### config.mk
export PLATFORM = sky130hd
export DESIGN_NAME = dcod_core
export DESIGN_NICKNAME = d
export VERILOG_FILES = /design/src/dcod_pkg.sv /design/src/dcod_core.sv
export SDC_FILE = /design/constraint.sdc
export NUM_CORES = 1
export LEC_CHECK = 0
export BUFFER_PORTS_ARGS = -buffer_cell sky130_fd_sc_hd__buf_2
export CORE_AREA = 2 2 149 151
export DETAILED_ROUTE_END_ITERATION = 12
export DIE_AREA = 0 0 151 153
export PLACE_DENSITY = 0.92
export RECOVER_POWER = 50
export SYNTH_ARGS = -nofsm -noshare
export SYNTH_HDL_FRONTEND = slang
export SYNTH_SLANG_ARGS = --single-unit
### constraint.sdc
create_clock -name sys_clk -period 19.65 [get_ports sys_clk]
set_clock_uncertainty 0.05 [all_clocks]
set_input_delay 0.9825 -clock sys_clk [delete_from_list [all_inputs] [get_ports sys_clk]]
set_output_delay 0.9825 -clock sys_clk [all_outputs]
set_load 0.01 [all_outputs]
### src/dcod_pkg.sv
// Constants, field layouts and carrier types of the condition and operand decoder.
// Assumes one core clock; software reaches the registers over a plain strobe port.
// ----------------------------------------------------------------------------
// Notes on behaviour
// [RQ1] Low condition nibble is a mask; a set bit selects that condition for testing.
// [RQ2] Upper condition nibble, bits 4 to 7, gives the required state of each condition.
// [RQ3] Nibble bit order is zero, negative, overflow, carry.
// [RQ4] Mask with zero and negative set, others clear, tests non-negative sum.
// [RQ5] Two-word opcodes carry a 16-bit constant in their second word.
// [RQ6] Sum word is exposed as upper half 31..16 and lower half 15..0.
// [RQ7] Any change of the index pointer saves its old value as prior pointer.
// [RQ8] A named next index register, 0 to 7, is loaded into the pointer.
// [RQ9] Direct addressing uses the short field as the seven low address bits.
// [RQ10] A 4-bit bit code picks which single data bit the bit test examines.
// [RQ11] Full data memory addresses are 16 bits wide.
// [RQ12] Pin condition: 00 pin low, 01 flag set, 10 flag clear, 11 none.
// [RQ13] Met only when all selected conditions match; empty mask is always met (code still ANDs in the pin condition unless it is 11,
// and tests zero and negative together as one signed compare when both are masked).
// ----------------------------------------------------------------------------
package dcod_pkg;

	// ------------------------------------------------------------------------
	// Widths and register offsets
	// ------------------------------------------------------------------------
	localparam int DCOD_DW  = 16;
	localparam int DCOD_RAW = 4;
	localparam logic [3:0] DCOD_REG_SUM_HI  = 4'h0;
	localparam logic [3:0] DCOD_REG_SUM_LO  = 4'h1;
	localparam logic [3:0] DCOD_REG_FLAGS   = 4'h2;
	localparam logic [3:0] DCOD_REG_PTR     = 4'h3;
	localparam logic [3:0] DCOD_REG_PRIOR   = 4'h4;
	localparam logic [3:0] DCOD_REG_PAGE    = 4'h5;
	localparam logic [3:0] DCOD_REG_STATUS  = 4'h6;
	localparam logic [3:0] DCOD_REG_AUX_LO  = 4'h8;

	// ------------------------------------------------------------------------
	// Field positions
	// ------------------------------------------------------------------------
	localparam int DCOD_FLG_CARRY = 0;
	localparam int DCOD_FLG_OVF   = 1;
	localparam int DCOD_FLG_TEST  = 2;
	localparam int DCOD_STS_MET   = 0;
	localparam int DCOD_STS_PIN   = 1;
	localparam int DCOD_MASK_LO   = 0;
	localparam int DCOD_STATE_LO  = 4;
	localparam int DCOD_TP_LO     = 8;
	localparam int DCOD_IND_BIT   = 7;
	localparam int DCOD_DMA_LO    = 0;
	localparam int DCOD_BITC_LO   = 8;
	localparam int DCOD_NEXT_LO   = 0;
	localparam int DCOD_C_BIT     = 0;
	localparam int DCOD_V_BIT     = 1;
	localparam int DCOD_L_BIT     = 2;
	localparam int DCOD_Z_BIT     = 3;

	// ------------------------------------------------------------------------
	// Encodings
	// ------------------------------------------------------------------------
	localparam logic [1:0] DCOD_TP_PIN_LOW   = 2'h0;
	localparam logic [1:0] DCOD_TP_FLAG_SET  = 2'h1;
	localparam logic [1:0] DCOD_TP_FLAG_CLR  = 2'h2;
	localparam logic [1:0] DCOD_TP_NONE      = 2'h3;
	localparam logic [2:0] DCOD_KIND_COND    = 3'h1;
	localparam logic [2:0] DCOD_KIND_DIRECT  = 3'h2;
	localparam logic [2:0] DCOD_KIND_BITTEST = 3'h3;
	localparam logic [2:0] DCOD_KIND_PTR     = 3'h4;
	localparam logic [2:0] DCOD_KIND_LONG    = 3'h5;

	// ------------------------------------------------------------------------
	// Carriers
	// ------------------------------------------------------------------------
	typedef struct packed {
		logic        valid;
		logic [2:0]  kind;
		logic [15:0] word0;
		logic [15:0] word1;
	} dcod_req_t;

	typedef struct packed {
		logic        valid;
		logic        cond_met;
		logic [15:0] data_addr;
		logic [15:0] bit_select;
		logic [15:0] long_const;
		logic [2:0]  index_reg_pointer;
	} dcod_res_t;

endpackage

### src/dcod_core.sv
// Condition evaluation and operand decode for a fixed-point DSP core.
// Assumes requests and bus strobes come from logic on sys_clk; the branch
// pin is asynchronous and is synchronised here.
`timescale 1ns/10ps
module dcod_core
	import dcod_pkg::*;
(
	input  wire logic                  sys_clk,
	input  wire logic                  sys_rst,
	input  wire dcod_req_t             req,
	output dcod_res_t                  res,
	input  wire logic [DCOD_RAW-1:0]   reg_addr,
	input  wire logic [DCOD_DW-1:0]    reg_wdata,
	input  wire logic                  reg_wr,
	input  wire logic                  reg_rd,
	output logic [DCOD_DW-1:0]         reg_rdata,
	input  wire logic                  branch_input_pin,
	output logic [DCOD_DW-1:0]         sum_upper_half,
	output logic [DCOD_DW-1:0]         sum_lower_half
);

	// ------------------------------------------------------------------------
	// State
	// ------------------------------------------------------------------------
	typedef struct packed {
		logic [31:0]      main_sum_word;
		logic             carry;
		logic             overflow;
		logic             test_control_flag;
		logic [2:0]       index_reg_pointer;
		logic [2:0]       prior_index_pointer;
		logic [8:0]       page;
		logic [7:0][15:0] aux;
		logic [2:0]       pin_sync;
		logic             pin_level;
		dcod_res_t        res;
		logic [15:0]      rdata;
	} dcod_state_t;

	dcod_state_t q;
	dcod_state_t d;

	// ------------------------------------------------------------------------
	// Helpers
	// ------------------------------------------------------------------------
	function automatic logic cond_eval(input logic [7:0] f, input logic z, input logic n,
		input logic v, input logic c);
		logic [3:0] m;
		logic [3:0] s;
		logic       ok;
		m  = f[DCOD_MASK_LO +: 4];                                  // RQ1
		s  = f[DCOD_STATE_LO +: 4];                                 // RQ2
		ok = 1'b1;                                                  // RQ13
		// Zero and negative selected together form one signed compare
		if (m[DCOD_Z_BIT] && m[DCOD_L_BIT]) begin
			ok = (s[DCOD_Z_BIT] && z) || (!z && (n == s[DCOD_L_BIT]));  // RQ4
		end else begin
			if (m[DCOD_Z_BIT] && (z != s[DCOD_Z_BIT])) begin         // RQ3
				ok = 1'b0;
			end
			if (m[DCOD_L_BIT] && (n != s[DCOD_L_BIT])) begin         // RQ3
				ok = 1'b0;
			end
		end
		if (m[DCOD_V_BIT] && (v != s[DCOD_V_BIT])) begin             // RQ3
			ok = 1'b0;
		end
		if (m[DCOD_C_BIT] && (c != s[DCOD_C_BIT])) begin             // RQ3
			ok = 1'b0;
		end
		return ok;
	endfunction

	function automatic logic tp_eval(input logic [1:0] tp, input logic pin, input logic tf);
		case (tp)                                                   // RQ12
			DCOD_TP_PIN_LOW:  return !pin;
			DCOD_TP_FLAG_SET: return tf;
			DCOD_TP_FLAG_CLR: return !tf;
			default:          return 1'b1;
		endcase
	endfunction

	function automatic logic [15:0] data_address(input logic [15:0] w,
		input dcod_state_t st);
		// Indirect goes through the current index register
		if (w[DCOD_IND_BIT]) begin
			return st.aux[st.index_reg_pointer];
		end
		return {st.page, w[DCOD_DMA_LO +: 7]};                       // RQ9 RQ11
	endfunction

	// ------------------------------------------------------------------------
	// Next state
	// ------------------------------------------------------------------------
	always_comb begin
		logic zero;
		logic neg;
		zero = 1'b0;
		neg  = 1'b0;
		d = q;
		// First stage feeds only the second; a change counts when 2 and 3 agree
		d.pin_sync = {q.pin_sync[1:0], branch_input_pin};
		if (q.pin_sync[1] == q.pin_sync[2]) begin
			d.pin_level = q.pin_sync[2];
		end
		d.res.valid = 1'b0;
		d.rdata     = 16'h0000;

		if (reg_rd) begin
			case (reg_addr)
				DCOD_REG_SUM_HI: d.rdata = q.main_sum_word[31:16];      // RQ6
				DCOD_REG_SUM_LO: d.rdata = q.main_sum_word[15:0];       // RQ6
				DCOD_REG_FLAGS: begin
					d.rdata[DCOD_FLG_CARRY] = q.carry;
					d.rdata[DCOD_FLG_OVF]   = q.overflow;
					d.rdata[DCOD_FLG_TEST]  = q.test_control_flag;
				end
				DCOD_REG_PTR:    d.rdata[2:0] = q.index_reg_pointer;
				DCOD_REG_PRIOR:  d.rdata[2:0] = q.prior_index_pointer;
				DCOD_REG_PAGE:   d.rdata[8:0] = q.page;
				DCOD_REG_STATUS: begin
					d.rdata[DCOD_STS_MET] = q.res.cond_met;
					d.rdata[DCOD_STS_PIN] = q.pin_level;
				end
				default: begin
					if (reg_addr[3]) begin
						d.rdata = q.aux[reg_addr[2:0]];
					end
				end
			endcase
		end

		if (reg_wr) begin
			case (reg_addr)
				DCOD_REG_SUM_HI: d.main_sum_word[31:16] = reg_wdata;    // RQ6
				DCOD_REG_SUM_LO: d.main_sum_word[15:0]  = reg_wdata;    // RQ6
				DCOD_REG_FLAGS: begin
					d.carry             = reg_wdata[DCOD_FLG_CARRY];
					d.overflow          = reg_wdata[DCOD_FLG_OVF];
					d.test_control_flag = reg_wdata[DCOD_FLG_TEST];
				end
				DCOD_REG_PTR: begin
					d.prior_index_pointer = q.index_reg_pointer;        // RQ7
					d.index_reg_pointer   = reg_wdata[2:0];
				end
				DCOD_REG_PAGE: d.page = reg_wdata[8:0];
				default: begin
					if (reg_addr[3]) begin
						d.aux[reg_addr[2:0]] = reg_wdata;
					end
				end
			endcase
		end

		// Decode sees the sum as it stood before any write in this cycle
		zero = (q.main_sum_word == 32'h0000_0000);
		neg  = q.main_sum_word[31];
		if (req.valid) begin
			d.res.valid = 1'b1;
			case (req.kind)
				DCOD_KIND_COND: begin
					d.res.cond_met = cond_eval(req.word0[7:0], zero, neg, q.overflow, q.carry)
						&& tp_eval(req.word0[DCOD_TP_LO +: 2], q.pin_level,
						q.test_control_flag);
				end
				DCOD_KIND_DIRECT: begin
					d.res.data_addr = data_address(req.word0, q);
				end
				DCOD_KIND_BITTEST: begin
					d.res.data_addr  = data_address(req.word0, q);
					d.res.bit_select = 16'h0001 << req.word0[DCOD_BITC_LO +: 4];  // RQ10
				end
				DCOD_KIND_PTR: begin
					// A request overrides a same-cycle bus write to the pointer
					d.prior_index_pointer = q.index_reg_pointer;        // RQ7
					d.index_reg_pointer   = req.word0[DCOD_NEXT_LO +: 3];  // RQ8
				end
				DCOD_KIND_LONG: begin
					d.res.long_const = req.word1;                       // RQ5
				end
				default: begin
					d.res.valid = 1'b0;
				end
			endcase
		end
		d.res.index_reg_pointer = d.index_reg_pointer;
	end

	// ------------------------------------------------------------------------
	// Registers
	// ------------------------------------------------------------------------
	always_ff @(posedge sys_clk or posedge sys_rst) begin
		if (sys_rst) begin
			q <= '0;
		end else begin
			q <= d;
		end
	end

	assign res            = q.res;
	assign reg_rdata      = q.rdata;
	assign sum_upper_half = q.main_sum_word[31:16];                     // RQ6
	assign sum_lower_half = q.main_sum_word[15:0];                      // RQ6

endmodule

Word-level counts from Yosys, hierarchy flattened

Cells that the tools add are included.

Register bits: 248
Bits of input ports: 61
Logic and storage cells: 122

Magnitude comparators: 3
Equal/unequal tests: 19
Shifts and indexed selects: 1
Mux-type cells: 44
Bitwise operators: 1
Reduce and logical (&&, ||, !) cells: 30

Operator list:

| kind                                                                  | number |
|---|---|
| 128-bit two-way mux                                                   | 2 |
| 16-bit two-way mux                                                    | 10 |
| 143-bit two-way mux                                                   | 1 |
| 128-bit bitwise mux                                                   | 1 |
| 16-bit binary-select mux with 3-bit select                            | 2 |
| 50-bit two-way mux                                                    | 1 |
| 16-bit demux with 3-bit select                                        | 1 |
| 32-bit zero test                                                      | 1 |
| 16-bit one-hot mux with 2 select lines                                | 1 |
| 6-bit one-hot mux with 4 select lines                                 | 1 |
| 7-bit one-hot mux with 3 select lines                                 | 1 |
| 6-bit two-way mux                                                     | 3 |
| 1-bit two-way mux                                                     | 16 |
| 2-bit AND reduction                                                   | 8 |
| 1-bit by 4-bit << shifter with 16-bit output, first input constant    | 1 |
| 5-bit OR reduction                                                    | 3 |
| 2-bit one-hot mux with 7 select lines                                 | 1 |
| 4-bit by 3-bit equality test with 1-bit output, second input constant | 3 |
| 1-bit logical AND                                                     | 9 |
| 9-bit two-way mux                                                     | 1 |
| 4-bit by 2-bit equality test with 1-bit output, second input constant | 2 |
| 3-bit by 4-bit < comparator with 1-bit output, second input constant  | 2 |
| 1-bit one-hot mux with 7 select lines                                 | 1 |
| 3-bit by 2-bit equality test with 1-bit output, second input constant | 2 |
| other kinds (17)                                                      | 24 |

Depth between registers and ports, before layout

Depth after elaboration: 13
Mapped depth: 7
Gate-level depth less buffers: 4

Least setup slack after synthesis

OpenSTA, ideal clock, no wires.

Path type: in2reg
Start point: input port reg_wr
End point: register (tool-made name)
Setup time: 125 ps
Arrival time: 2324 ps
Required time: 19475 ps
Slack: 17151 ps
Cell stages on the path: 5
Buffers on the path: 2
Path through: clkbuf_1 > nand3b_1 > nor3_2 > buf_6 > mux2_2

RTL lines:

| item               | RTL line        | RTL |
|---|---|---|
| start: declaration | dcod_core.sv:14 | `input wire logic reg_wr,` |

==> impl_metrics.toml <==
[status]
status = "finished, violations left"
violations = "capacitance limit, slew limit"

[floorplanning]
die_h_um = 153
rows = 54
die_x_um = 151
fp.coreArea_um2 = 21490
dieArea_um2 = 23100
start_util = 0.5915
io_pins = 162

[routing]
antenna_left = 0
via_per_inst = 6.742
routedWlPerCell_um = 26.18
drtIter0Drc = 1156
drt_pre_antenna_iters = 8
vias = 8387
wl_um = 32570
route.detailed.drc = 0

[critical_path]
path_class = "in -> async"
endpoint_kind = "asynchronous set/reset pin"
crit_chain = "buf_2, clkinvlp_2, clkbuf_1"
crit_path_start_kind = "primary input"
timing.critical_path.buf_inv = 3
path_max_fanout = 116
cp.required_ns = 19.48
slowest_stage = "clkinvlp_2"
slowest_delay_ns = 2.79
path_delay_family = "buffers and inverters"
worstPathArrival_ns = 6.41

[clocking]
cts_tree = "built"
clock_sinks = 248
cts_buffer_depth = 3
cts_max_level = 1
cts.clk_slew.worst_paths_ns = 0.06
cts_buffers = 23
clk_latency_ns = 0.51
cts_resized = 0
cts_setup_buffers = 0
hold_buffers = 0
cts-root-buf = "clkbuf_16"

[job]
max_cap_violations = 3

[power_and_ir_drop]
power_density_nw_per_um2 = 114.8
p_leak_nw = 5.773
vdd_drop_max_mv = 0.07112

[place]
hpwl_um = 20390
place.gp.congestion = 0.8489
port_buffers = 157
placed_area_um2 = 12840

[timing]
worst_slew_pin_slew_ns = 5.019
rsz0062_at_grt = "false"
hold_viol_final = 0
maxSlewViolCount = 219
period_needed_ns = 6.584
finalCritPeriodShare = 0.3350
max_freq_ghz = 0.1519
setup_viol = 0
slew_headroom = -2.364
setup_tns_ns = 0

[synth]
ys.flop_type = "dfrtp_1"
synth_fp_nets = 983
synth_seq_cells = 248
async_reset_ff_frac = 1.000
synth-edff-count = 0
syn_inst = 922
yosysSeqAreaShare = 0.4883
ys_types = 50
yosysWarnings = 0
syn_avg_cell_area_um2 = 13.78
syn_area_um2 = 12710

[global_route]
top_usage_layer = "met2"
grt_overflow_total = 0
grt_util_met3 = 0.06627
grt_pass1_vias = 8618
grtUsageMet1 = 0.3589
grt_pass1_wl_um = 50270
global_route.usage.met2 = 0.4610
antenna_found_initial = 1
track_usage = 0.2842
grt_max_degree = 117

[final_layout]
postLayoutCellArea_um2 = 13490
area_growth_pct = 6.114
final_nets = 1008
n_fill_cell = 1490
drive_gt1_frac = 0.3894

[worst_hold_path]
hold_path_class = "reg -> reg"
through the flow:
stage | utilization | std cells | worst slack, ns | total power [mW] | hold WS [ns]
final | 0.6277 | 1244 | 13.07 | 1.548 | 0.3191
after global routing | 0.6275 | 1243 | 11.75 | 1.603 | 0.3259
after CTS | 0.6341 | 1243 | 16.38 | 1.550 | 0.3189
after detailed placement | 0.5978 | 1202 | 15.89 | 1.084 | 0.2997
after global placement | 0.5978 | 1202 | 15.96 | 1.056 | 0.2889
after floorplan | - | 922 | 11.80 | 1.003 | 0.2812
layout make-up:
type,count,area [um2],area share
well taps,280,350.3,0.02598
diodes,1,2.502,0.0001856
flip-flops and latches,248,6207,0.4603
clock inverters,7,112.6,0.008350
multi-input cells,501,5384,0.3992
repair buffers,170,749.5,0.05558
clock buffers,34,666.9,0.04945
inverters,3,12.51,0.0009278
power by group:
part	switching [mW]	internal [mW]
Clock	0.190	0.274
Combinational	0.175	0.195
Sequential	0.0933	0.619
cells by family after synthesis:
family | synth area share
AOI/OAI and AO/OA | 0.05632
xor gates and xnor gates | 0.002068
adders and majority gates | 0.0007877
buffers and inverters | 0.08851
DFF | 0.4883
muxes | 0.3145
and+or+nand+nor | 0.04952
cells in the mapped netlist, types with 6 or more instances:
cell | n | share of area
a222oi_1 | 11 | 0.0087
o41ai_1 | 6 | 0.0041
nand2_1 | 34 | 0.010
o211ai_1 | 6 | 0.0035
a211oi_1 | 21 | 0.012
a21oi_1 | 6 | 0.0024
nand2b_1 | 15 | 0.0074
mux2_2 | 197 | 0.17
a21o_1 | 16 | 0.0095
o31ai_1 | 10 | 0.0059
mux4_2 | 58 | 0.10
nor2_2 | 7 | 0.0034
mux2i_1 | 25 | 0.020
nor2_1 | 24 | 0.0071
buf_2 | 19 | 0.0075
mux4_1 | 8 | 0.017
nor4_1 | 9 | 0.0044
clkbuf_1 | 28 | 0.0083
buf_4 | 110 | 0.065
dfrtp_1 | 248 | 0.49
buf_1 | 9 | 0.0027
layer usage:
metal  part of all wire  vias to the layer above
li1                   -                     3390
met1               0.36                     4234
met2               0.48                      627
met3               0.11                      134
met4              0.053                        2
met5            0.00021                        -
layout by cell type, fill, tap and decap left out, types with 10 or more instances in the layout:
cell type and count:
a222oi_1 11, o31ai_1 10, clkbuf_16 23, buf_2 59, mux4_2 58, a211oi_1 21, dfrtp_1 247, nor2_1 24
nand2_1 34, nand2b_1 15, a21o_1 16, buf_4 10, mux2i_1 25, mux2_2 196, clkbuf_1 107
worst paths after layout:
kind,from,to,slack [ns],cells past startpoint
worst min register to register,d[71],d[72],0.32,0
worst max register to register,res[1],res[45],15.38,5
max in group sys_clk,res[1],res[1],15.13,2
worst min-delay path,d[71],d[72],0.32,0
min in group asynchronous,sys_rst,res[23],1.98,2
worst max-delay path,sys_rst,asynchronous set/reset pin,13.07,3
Power figures use the tool's default switching activity.
